==> config.mk <==
export PLATFORM = sky130hd
export DESIGN_NAME = adc_input_select_power_sequencing
export DESIGN_NICKNAME = d
export VERILOG_FILES = /design/src/adc_input_select_power_sequencing.v
export VERILOG_INCLUDE_DIRS = /design/src /design/src/src
export SDC_FILE = /design/constraint.sdc
export NUM_CORES = 1
export LEC_CHECK = 0
export ABC_AREA = 1
export BUFFER_PORTS_ARGS = -buffer_cell sky130_fd_sc_hd__buf_2
export CAP_MARGIN = 20
export CORE_UTILIZATION = 45
export DETAILED_ROUTE_END_ITERATION = 8
export GPL_ROUTABILITY_DRIVEN = 0
export PLACE_DENSITY = 0.76
export SETUP_SLACK_MARGIN = 0.15
export SLEW_MARGIN = 20
export SYNTH_ARGS = -nofsm -noshare
export SYNTH_HDL_FRONTEND = slang
export SYNTH_SLANG_ARGS = --single-unit
==> constraint.sdc <==
create_clock -name clk -period 2 [get_ports clk]
set_input_delay 0.3 -clock clk [delete_from_list [all_inputs] [get_ports clk]]
set_output_delay 0.3 -clock clk [all_outputs]
set_load 0.01 [all_outputs]
==> src/adc_ctrl_consts.vh <==
// Purpose: constants for the converter serial front-end control
// Assumes: 40 MHz system clock, times in nanoseconds
// Notes: definitions only
`ifndef ADC_CTRL_CONSTS_VH
`define ADC_CTRL_CONSTS_VH
`define CLK_PERIOD_NS 25
`define TRACK_RISE_EDGE 5'd13
`define NORMAL_FALL_EDGE 5'd10
`define PD_MIN_FALL_EDGE 5'd2
`define PARTIAL_WAKE_NS 1000
`define PARTIAL_WAKE_CYC ((`PARTIAL_WAKE_NS + `CLK_PERIOD_NS - 1) / `CLK_PERIOD_NS)
`define FULL_WAKE_NS 1500000
`define FULL_WAKE_CYC (`FULL_WAKE_NS / `CLK_PERIOD_NS)
`define MODE_NORMAL 2'd0
`define MODE_PARTIAL 2'd1
`define MODE_FULL 2'd2
`define MODE_UNKNOWN 2'd3
`endif

==> src/adc_input_select_power_sequencing.v <==
// Purpose: track/hold, input configuration and power-mode sequencing of the converter front end
// Assumes: chip select and serial clock come from the host, sampled on clk
// Notes: serial clock edges counted per frame from chip select falling edge
`timescale 1ns/10ps
`include "adc_ctrl_consts.vh"

// Notes on behaviour
// config pin low gives three differential pairs; high gives six single-ended inputs.
// single-ended mode ties the selected channel negative input to analog ground.
// host keeps config pin stable from acquisition until track resumes.
// any config pin change is seen at once; mid-conversion change corrupts it. The code sees it only after the two-flop synchroniser.
// track resumes on 13th rising serial clock edge after chip select falls.
// host waits about 1.5 ms after chip select falls when leaving full power-down.
// wake from partial power-down takes about 1 us.
// with internal reference, partial power-down lasts at least 67 us.
// after supplies come up the power mode is unknown.
// host runs one dummy cycle before the first valid conversion.
// two dummy cycles leave the converter in partial power-down.
// first dummy cycle holds chip select low past the 10th falling edge.
// second dummy cycle ends after 2nd and before 10th falling edge.
// three dummy cycles give full power-down: normal, then two entry cycles.
// each cycle starts at chip select fall; serial clock edges counted from there.
module adc_input_select_power_sequencing #(
  parameter integer FULL_WAKE_CYCLES = `FULL_WAKE_CYC,
  parameter integer PARTIAL_WAKE_CYCLES = `PARTIAL_WAKE_CYC
) (
  input wire clk,
  input wire rstn,
  input wire cs_n,
  input wire converter_serial_clock,
  input wire input_config_select,
  input wire [2:0] channel_sel,
  output reg track_mode,
  output reg single_ended,
  output reg [3:0] pos_input,
  output reg [3:0] neg_input,
  output reg neg_to_analog_ground,
  output reg conversion_corrupt,
  output reg [1:0] power_mode,
  output reg powered_up
);

  // reset asserts at once, releases after two clk edges
  reg [1:0] rst_sync_reg;
  wire rst_n_int = rst_sync_reg[1];
  always @(posedge clk or negedge rstn) begin
    if (!rstn)
      rst_sync_reg <= 2'b00;
    else
      rst_sync_reg <= {rst_sync_reg[0], 1'b1};
  end

  // two-flop synchronisers, then one more stage for edge detect
  reg [1:0] cs_sync_reg, sck_sync_reg, cfg_sync_reg;
  reg cs_d_reg, sck_d_reg, cfg_d_reg;
  always @(posedge clk or negedge rst_n_int) begin
    if (!rst_n_int) begin
      cs_sync_reg <= 2'b11;
      sck_sync_reg <= 2'b11;
      cfg_sync_reg <= 2'b00;
      cs_d_reg <= 1'b1;
      sck_d_reg <= 1'b1;
      cfg_d_reg <= 1'b0;
    end else begin
      cs_sync_reg <= {cs_sync_reg[0], cs_n};
      sck_sync_reg <= {sck_sync_reg[0], converter_serial_clock};
      cfg_sync_reg <= {cfg_sync_reg[0], input_config_select};
      cs_d_reg <= cs_sync_reg[1];
      sck_d_reg <= sck_sync_reg[1];
      cfg_d_reg <= cfg_sync_reg[1];
    end
  end
  wire cs_s = cs_sync_reg[1];
  wire cfg_s = cfg_sync_reg[1];
  wire cs_fall = cs_d_reg & ~cs_s;
  wire cs_rise = ~cs_d_reg & cs_s;
  wire sck_rise = ~sck_d_reg & sck_sync_reg[1] & ~cs_s;
  wire sck_fall = sck_d_reg & ~sck_sync_reg[1] & ~cs_s;
  wire cfg_change = cfg_d_reg ^ cfg_s;

  // per-frame edge counters, saturating
  reg [4:0] rise_cnt_reg, fall_cnt_reg;
  reg [4:0] rise_cnt_next, fall_cnt_next;
  always @* begin
    rise_cnt_next = rise_cnt_reg;
    fall_cnt_next = fall_cnt_reg;
    if (cs_fall) begin
      rise_cnt_next = 5'h00;
      fall_cnt_next = 5'h00;
    end else begin
      if (sck_rise && rise_cnt_reg != 5'h1f)
        rise_cnt_next = rise_cnt_reg + 5'h01;
      if (sck_fall && fall_cnt_reg != 5'h1f)
        fall_cnt_next = fall_cnt_reg + 5'h01;
    end
  end

  // in-frame flag: frame active from chip select fall until track resumes
  reg in_conv_reg;
  reg track_next, in_conv_next, corrupt_next;
  always @* begin
    track_next = track_mode;
    in_conv_next = in_conv_reg;
    corrupt_next = conversion_corrupt;
    if (cs_fall) begin
      track_next = 1'b0;
      in_conv_next = 1'b1;
      corrupt_next = 1'b0;
    end else if (in_conv_reg && sck_rise && rise_cnt_next == `TRACK_RISE_EDGE) begin
      track_next = 1'b1;
      in_conv_next = 1'b0;
    end else if (cs_rise) begin
      track_next = 1'b1;
      in_conv_next = 1'b0;
    end
    // set wins over the clear at chip select fall
    if ((in_conv_reg || cs_fall) && cfg_change)
      corrupt_next = 1'b1;
  end

  // power mode sequencing: frame end decides what follows
  reg [1:0] mode_next;
  reg [1:0] pd_seen_reg, pd_seen_next;
  reg [31:0] wake_cnt_reg, wake_cnt_next;
  reg powered_next;
  always @* begin
    mode_next = power_mode;
    pd_seen_next = pd_seen_reg;
    wake_cnt_next = wake_cnt_reg;
    powered_next = powered_up;
    // wake countdown runs through frame edges; later branches override it
    if (wake_cnt_reg != 32'h0) begin
      wake_cnt_next = wake_cnt_reg - 32'h1;
      if (wake_cnt_reg == 32'h1)
        powered_next = 1'b1;
    end
    if (cs_fall) begin
      if (power_mode == `MODE_FULL)
        wake_cnt_next = FULL_WAKE_CYCLES;
      else if (power_mode == `MODE_PARTIAL)
        wake_cnt_next = PARTIAL_WAKE_CYCLES;
      else if (power_mode == `MODE_UNKNOWN)
        wake_cnt_next = FULL_WAKE_CYCLES;
      if (power_mode != `MODE_NORMAL) begin
        mode_next = `MODE_NORMAL;
        powered_next = 1'b0;
      end
    end else if (cs_rise) begin
      if (fall_cnt_reg >= `NORMAL_FALL_EDGE) begin
        pd_seen_next = 2'd0;
      end else if (fall_cnt_reg >= `PD_MIN_FALL_EDGE) begin

        if (pd_seen_reg == 2'd0) begin
          mode_next = `MODE_PARTIAL;
          pd_seen_next = 2'd1;
        end else begin
          mode_next = `MODE_FULL;
          pd_seen_next = 2'd0;
        end
        // stale wake count must not raise powered_up while powered down
        wake_cnt_next = 32'h0;
        powered_next = 1'b0;
      end
    end
  end

  // pair p occupies inputs 2p and 2p+1
  function [3:0] pair_input;
    input [1:0] pair;
    input odd;
    begin
      pair_input = {1'b0, pair, odd};
    end
  endfunction

  integer i;
  reg [3:0] pos_next, neg_next;
  always @* begin
    pos_next = 4'h0;
    neg_next = 4'h0;
    for (i = 0; i < 1; i = i + 1) begin
      if (cfg_s) begin
        pos_next = {1'b0, channel_sel};
        neg_next = 4'hf;
      end else begin
        pos_next = pair_input(channel_sel[1:0], 1'b0);
        neg_next = pair_input(channel_sel[1:0], 1'b1);
      end
    end
  end

  always @(posedge clk or negedge rst_n_int) begin
    if (!rst_n_int) begin
      rise_cnt_reg <= 5'h00;
      fall_cnt_reg <= 5'h00;
      track_mode <= 1'b1;
      in_conv_reg <= 1'b0;
      conversion_corrupt <= 1'b0;
      power_mode <= `MODE_UNKNOWN;
      pd_seen_reg <= 2'd0;
      wake_cnt_reg <= 32'h0;
      powered_up <= 1'b0;
      single_ended <= 1'b0;
      pos_input <= 4'h0;
      neg_input <= 4'h0;
      neg_to_analog_ground <= 1'b0;
    end else begin
      rise_cnt_reg <= rise_cnt_next;
      fall_cnt_reg <= fall_cnt_next;
      track_mode <= track_next;
      in_conv_reg <= in_conv_next;
      conversion_corrupt <= corrupt_next;
      power_mode <= mode_next;
      pd_seen_reg <= pd_seen_next;
      wake_cnt_reg <= wake_cnt_next;
      powered_up <= powered_next;
      single_ended <= cfg_s;
      pos_input <= pos_next;
      neg_input <= neg_next;
      neg_to_analog_ground <= cfg_s;
    end
  end

endmodule // adc_input_select_power_sequencing

* Word level (Yosys, flattened, before mapping) *
Cells that the tools add are included.

word-level totals
  bits of input ports = 8
  register bits after elaboration = 69

operators by class
  reductions and logical operators = 17
  order comparisons = 2
  muxes and demuxes = 38
  bitwise operators = 12
  eq/ne operators = 9
  add/sub/neg operators = 3

operators with widths
  cell                   count
  $mux 32                8
  $eq 32x1->1 const B    1
  $reduce_bool 32->1     1
  $sub 32x1->32 const B  1
  $mux 5                 4
  $mux 1                 16
  $mux 2                 8
  $reduce_bool 2->1      6
  $add 5x1->5 const B    2
  $ne 5x5->1 const B     2
  $and 1x1->1            6
  $eq 5x4->1 const B     1
  $ge 5x2->1 const B     1
  $ge 5x4->1 const B     1
  $logic_and 1x1->1      5
  $not 1->1              5
  $eq 2x2->1 const B     2
  $mux 4                 1
  $reduce_and 4->1       1
  $mux 3                 1
  $reduce_and 3->1       1
  $reduce_bool 3->1      1
  $eq 2x1->1 const B     1
  $logic_not 2->1        1
  other kinds (4)        4

* Longest topological paths before layout *
Gate-level depths: netlist of the first run.

  word-level depth = 10
  gate-level depth with buffers = 15

* Worst setup path after synthesis of the first run *
OpenSTA, ideal clock, no wires.

  path kind = reg2reg
  from = register rise_cnt_reg[0]
  to = register in_conv_reg
  arrival time = 1.699 ns
  setup time = 0.065 ns
  setup slack = 0.236 ns
  clock period less this slack = 1.764 ns
  stages on the path, launching flop included = 15
  data required time = 1.935 ns
  cell sequence = dfrtp_1 > ha_1 > inv_1 > nor3_1 > ha_1 > inv_1 > nand3_2 > or2_0 > nand3_1 > nand2_1 > inv_1 > nand3_1 > nand2_1 > nand2_1 > nand2_1

on the way
  word-level cells in the longest chain between the ends = 8
  elaborated cells between the ends (all ways) = 10
  those cells by class = 1 x add/sub; 2 x eq/ne; 4 x mux; 3 x reduce/logical

ends and longest elaborated chain
  element                                              RTL line                                 text
  from (decl)                                          adc_input_select_power_sequencing.v:82   reg [4:0] rise_cnt_reg, fall_cnt_reg;
  from (signal assigned)                               adc_input_select_power_sequencing.v:208  rise_cnt_reg <= rise_cnt_next;
  branches (longest 2 deep; another with $add 5x1->5)  -
  $mux 5 *                                             adc_input_select_power_sequencing.v:91   if (sck_rise && rise_cnt_reg != 5'h1f)
  $mux 5 *                                             adc_input_select_power_sequencing.v:87   if (cs_fall) begin
  $eq 5x4->1 (no line) *                               -
  $logic_and 1x1->1 (no line) *                        -
  $mux 1                                               adc_input_select_power_sequencing.v:109  end else if (in_conv_reg && sck_rise && rise_cnt_next == `TRACK_RISE_EDGE) begin
  $mux 1                                               adc_input_select_power_sequencing.v:105  if (cs_fall) begin
  to (signal assigned)                                 adc_input_select_power_sequencing.v:211  in_conv_reg <= in_conv_next;
  to (decl)                                            adc_input_select_power_sequencing.v:99   reg in_conv_reg;

Every way passes the cells marked *.
A chain may end at the register's enable or synchronous reset.

* Final worst setup path of the first run *
  from = register rise_cnt_reg[1]
  to = register in_conv_reg

Same word-level chain as after synthesis.

==> flow_metrics.tcl, run 1 <==
set metrics [dict create \
    status "complete, no violations" \
    die-height_um 89.3 \
    finalMaxSlewViolations 0 \
    synth_flop_cell "dfrtp_1" \
    nFillCells 642 \
    multi_input_area_um2 1620 \
    dpl.hpwl_um 5200 \
    final_nets 476 \
    tritoncts "built" \
    vdd_drop_max_uv 680 \
    synth_edf_count 0 \
    clk_latency_ns 0.34 \
    drt_iter0_drc 167 \
    pwr_density_cell_nw_per_um2 1140 \
    max_freq_mhz 533 \
    tightestPinTransition_ns 0.689 \
    max-clock-path-buffers 2 \
    min_period_ns 1.88 \
    rsz0062_at_grt "yes" \
    wl_per_cell_um 13.5 \
    synth.largest_area_cell "dfrtp_1" \
    fp.coreArea_um2 7290 \
    antenna_found_initial 0 \
    synth_cell_types 40 \
    io_pins 23 \
    placed_cell_area_um2 3700 \
    htreeDepth 3 \
    syn_inst 408 \
    min_period_over_period_pct 93.8 \
    ys_warn_count 0 \
    cts_root_buf "clkbuf_8" \
    antenna_cells 0 \
    syn2layout_area_growth_pct 21.3 \
    die_area_um2 7970 \
    num_vias 2870 \
    synth_seq_area_share_pct 48.5 \
    drt_wl_total_um 7570 \
    critPathKind "reg -> reg" \
    crit_chain "ha_2 -> inv_2 -> nor3_2 -> ha_2 -> inv_2 -> nand3_4 -> o21ai_2 -> nand3_1 -> nor2_1 -> nand3_2 -> nand3_2 -> nand2_1" \
    cp.arrival_ns 2.11 \
    postLayoutCellArea_um2 4160 \
    vias_per_cell 5.11 \
    first_pass_iters 4 \
    hold_depth 1 \
    seqCellArea_um2 1660 \
    cts-buffers-inserted 9 \
    largest_reg_flops 32 \
    yosys-top-cells-area "dfrtp_1 42%, nand2_1 8.0%, nor2_1 7.0%" \
    die_x_um 89.3 \
    clk_pin_slew_ns 0.07 \
    ys_ff_latch 66 \
    initial_core_util_pct 47.0 \
    crit_required_ns 2.23 \
    clock_sinks 66 \
    max_slew_margin_pct 54.1 \
    rows 31 \
    drc_errors 0 \
    grt_max_degree 34 \
    ant_nets 0 \
    gr-total-overflow 0 \
    first_global_vias 2659 \
    p_leak_nw 2.05 \
    avgSynthCellArea_um2 8.41 \
    critPathCaptureType "register" \
    finalSetupViolCount 0 \
    clock_skew_ns 0.0115 \
    cp_slowest_stage_delay_ns 0.40 \
    syn_area_um2 3430 \
    worstSetupStartpointType "register" \
    grt_pass1_wl_um 12200 \
    cap_violations 0 \
    synth_most_common_cell "nand2_1" \
    fin_cells 562 \
    drive_gt1_share_pct 27.6 \
    worstHoldPathType "in -> reg" \
    synth_common_cells "73 x nand2_1, 64 x nor2_1, 57 x dfrtp_1" \
    final_hold_viol_count 0 \
    numPortBuffers 21 \
    placed_cells 530 \
    ff2ff_path_depth 12 \
    cp_max_fo 7 \
    netlist.area_leader.share_pct 41.6 \
    cp_slowest_cell "dfrtp_1" \
    synthArstFlopShare_pct 100 \
    grt_usage_pct 20.0 \
]
layout make-up:
class                           count  area share (%)
Tap cell                           99            2.98
Timing Repair Buffer               46            7.88
Clock buffer                       10            3.31
Clock inverter                      6            2.16
Multi-Input combinational cell    283            38.8
Inverter                           52            4.87
Sequential cell                    66            40.0
worst max-delay path: cells and delay by family (launching register included):
| kind | cells | cell delay, ns |
|---|---|---|
| adder cells (fa/ha/maj) | 2 | 0.36 |
| AO/OA/AOI/OAI | 1 | 0.16 |
| flip-flops | 1 | 0.40 |
| buffers and inverters | 2 | 0.14 |
| AND/OR/NAND/NOR | 7 | 0.70 |
worst paths after layout:
| path | start | end | slack [ns] |
|---|---|---|---|
| min | cs_n | cs_sync_reg[0] | 0.05 |
| min reg2reg | rst_sync_reg[1] | pos_input[2] | 0.32 |
| max | rise_cnt_reg[1] | in_conv_reg | 0.12 |
| max reg2reg | rise_cnt_reg[1] | in_conv_reg | 0.12 |
| min in group asynchronous | rstn | rst_sync_reg[1] | 0.27 |
| max in group asynchronous | rst_sync_reg[1] | wake_cnt_reg[18] | 1.06 |
cell families (layout without fill, tap and decap cells):
group,count (synthesis),in the layout,share of synthesized area (%)
adder cells (fa/ha/maj),10,10,3.65
other,2,3,0.219
flip-flops,66,66,48.5
XOR/XNOR,18,18,4.60
AO/OA/AOI/OAI,38,38,6.75
AND/OR/NAND/NOR,214,214,28.9
buffers and inverters,60,114,7.37
per-layer routing:
layer / routed length [µm] / global-route usage [%] / part of all wire [%]
met1: 3420 / 27.1 / 45
met2: 3750 / 32.3 / 50
met3: 291 / 4.62 / 3.8
met4: 104 / 5.77 / 1.4
met5: 0 / 0 / 0
where the power goes:
group / internal (mW) / switching (mW)
Clock: 0.738 / 0.530
Sequential: 1.61 / 0.280
Combinational: 0.595 / 0.988
Total: 2.94 / 1.80
through the flow:
step / hold slack (ns) / setup slack [ns] / power [mW] / setup TNS (ns) / util, %
floorplan: 0.00441 / 0.236 / 2.99 / 0 / -
global placement: 0.0852 / 0.0712 / 3.31 / 0 / 50.8
detailed placement: 0.0890 / -0.0115 / 3.37 / -0.0115 / 50.8
CTS: 0.0541 / 0.125 / 4.68 / 0 / 55.4
global route: 0.0436 / 0.0338 / 5.04 / 0 / 57.1
finish: 0.0546 / 0.123 / 4.74 / 0 / 57.1
layout by cell type (no fill, tap or decap), drive strengths merged, types with 3 or more instances in the layout:
cell type,synthesis,final
nand2,79,79
nor2,74,74
dfrtp,57,57
inv,51,52
buf,7,45
nand3,22,22
nor3,20,20
o21ai,15,15
nand4,11,11
a21oi,10,10
xor2,10,10
clkbuf,1,10
ha,10,10
dfstp,9,9
xnor2,8,8
or2,5,5
a211oi,5,5
conb,2,3
clkinv,1,3
what timing repair did:
item,CTS,global route
setup endpoints to repair,6,21
hold endpoints to repair,2,0
gates resized for setup,17,24
hold buffers,1,0
pin swaps,5,12
setup buffers,8,7
Note: power is estimated with default switching activity, not from simulation.
==> inputs of run 2 (changes only) <==
- BUFFER_PORTS_ARGS: -buffer_cell sky130_fd_sc_hd__buf_2 -> -buffer_cell sky130_fd_sc_hd__clkbuf_2
==> flow_metrics.tcl, run 2 (synthesized netlist as in run 1, its figures left out) <==
set metrics [dict create \
    cp_slowest_stage_delay_ns 0.38 \
    drc_errors 0 \
    first_global_vias 2548 \
    mostFrequentLayoutCell "nand2_1" \
    first_pass_iters 5 \
    most-common-layout-cells "68 x nand2_1, 58 x nor2_1, 55 x dfrtp_1" \
    path_common_cell "nand2_2" \
    clk_pin_slew_ns 0.08 \
    largest_reg_flops 32 \
    final_nets 476 \
    cp_max_fo 7 \
    die_x_um 89.3 \
    tritoncts "built" \
    antenna_cells 0 \
    max_freq_mhz 543 \
    syn2layout_area_growth_pct 20.3 \
    io_pins 23 \
    ant_nets 0 \
    grt_usage_pct 19.2 \
    grt_max_degree 34 \
    drt_iter0_drc 166 \
    final_util_pct 56.6 \
    initial_core_util_pct 47.0 \
    rows 31 \
    cp.arrival_ns 2.14 \
    grt_pass1_wl_um 11500 \
    numPortBuffers 21 \
    finalSetupViolCount 0 \
    cts-buffers-inserted 9 \
    fin_setup_tns_ns 0 \
    wl_per_cell_um 13.5 \
    max-clock-path-buffers 2 \
    nFillCells 638 \
    placed_cells 528 \
    final_hold_viol_count 0 \
    vdd_drop_max_uv 669 \
    worstSetupStartpointType "register" \
    htreeDepth 3 \
    rsz0062_at_grt "yes" \
    status "complete, no violations" \
    vias_per_cell 5.15 \
    drive_gt1_share_pct 28.1 \
    dpl.hpwl_um 5070 \
    crit_chain "ha_2 -> inv_2 -> nor3_2 -> ha_2 -> inv_2 -> nand3_4 -> or2_0 -> nand3_1 -> nand2_1 -> inv_1 -> nand3_2 -> nand2_2 -> nand2_2 -> nand2_2" \
    cap_violations 0 \
    worstHoldPathType "in -> reg" \
    fin_cells 562 \
    antenna_found_initial 0 \
    p_leak_nw 2.04 \
    critPathKind "reg -> reg" \
    clock_skew_ns 0.0106 \
    die-height_um 89.3 \
    cts_root_buf "clkbuf_8" \
    regToRegSetupSlack_ns 0.16 \
    clk_latency_ns 0.36 \
    die_area_um2 7970 \
    critPathCaptureType "register" \
    max_slew_margin_pct 54.4 \
    tightestPinTransition_ns 0.684 \
    drt_wl_total_um 7610 \
    pwr_density_cell_nw_per_um2 1140 \
    min_period_over_period_pct 92.0 \
    total_power_mw 4.69 \
    gr-total-overflow 0 \
    clock_sinks 66 \
    finalMaxSlewViolations 0 \
    fp.coreArea_um2 7290 \
    min_period_ns 1.84 \
    cp_slowest_cell "dfrtp_1" \
    crit_required_ns 2.30 \
    num_vias 2892 \
]
==> run 2: per-stage QoR <==
| step | area [µm²] | setup WS (ns) | hold slack (ns) |
|---|---|---|---|
| finish | 4130 | 0.159 | 0.0155 |
| global route | 4130 | 0.0392 | 0.00408 |
| global placement | 3670 | 0.0614 | 0.0860 |
| CTS | 3940 | 0.112 | 0.00650 |
| floorplan | 3430 | 0.236 | 0.00441 |
| detailed placement | 3670 | 0.0332 | 0.0871 |
==> run 2: cell type report <==
type	count	area [µm²]	area share (%)
Clock inverter	6	72.6	1.76
Inverter	52	198	4.79
Tap cell	99	124	3.00
Sequential cell	66	1670	40.4
Timing Repair Buffer	46	312	7.55
Clock buffer	10	138	3.34
Multi-Input combinational cell	283	1620	39.2
==> run 2: where the power goes <==
group,internal [mW],total [mW],switching (mW)
Clock,0.626,1.19,0.563
Sequential,1.61,1.89,0.276
Combinational,0.594,1.61,1.02
Total,2.83,4.69,1.86
==> run 2: routing by layer <==
layer	global-route usage [%]	vias up	part of all wire [%]
li1	-	1404	-
met3	4.52	18	4.9
met5	0	-	0
met4	9.38	0	2.1
met2	30.6	88	50
met1	24.7	1382	43
==> run 2: critical path, delay by kind of cell (launching register included) <==
kind          cells  cell delay, ns
fa+ha+maj         2            0.37
buf+inv           3            0.20
flops             1            0.38
simple gates      9            0.85
==> run 2: path summary, 6_finish.rpt <==
path / startpoint / to / cells past startpoint
max: rise_cnt_reg[1] / in_conv_reg / 14
min: converter_serial_clock / sck_sync_reg[0] / 1
max reg2reg: rise_cnt_reg[1] / in_conv_reg / 14
min reg2reg: rst_sync_reg[1] / pos_input[2] / 0
max in group asynchronous: rst_sync_reg[1] / wake_cnt_reg[24] / 1
min in group asynchronous: rstn / rst_sync_reg[1] / 2
==> run 2: what timing repair did <==
item | in CTS | in global routing
gates cloned | 0 | 0
endpoints found under the hold margin | 2 | 0
hold buffers | 1 | 0
endpoints found under the setup margin | 4 | 33
setup buffers | 3 | 14
pin swaps | 7 | 19
resized for setup | 11 | 29
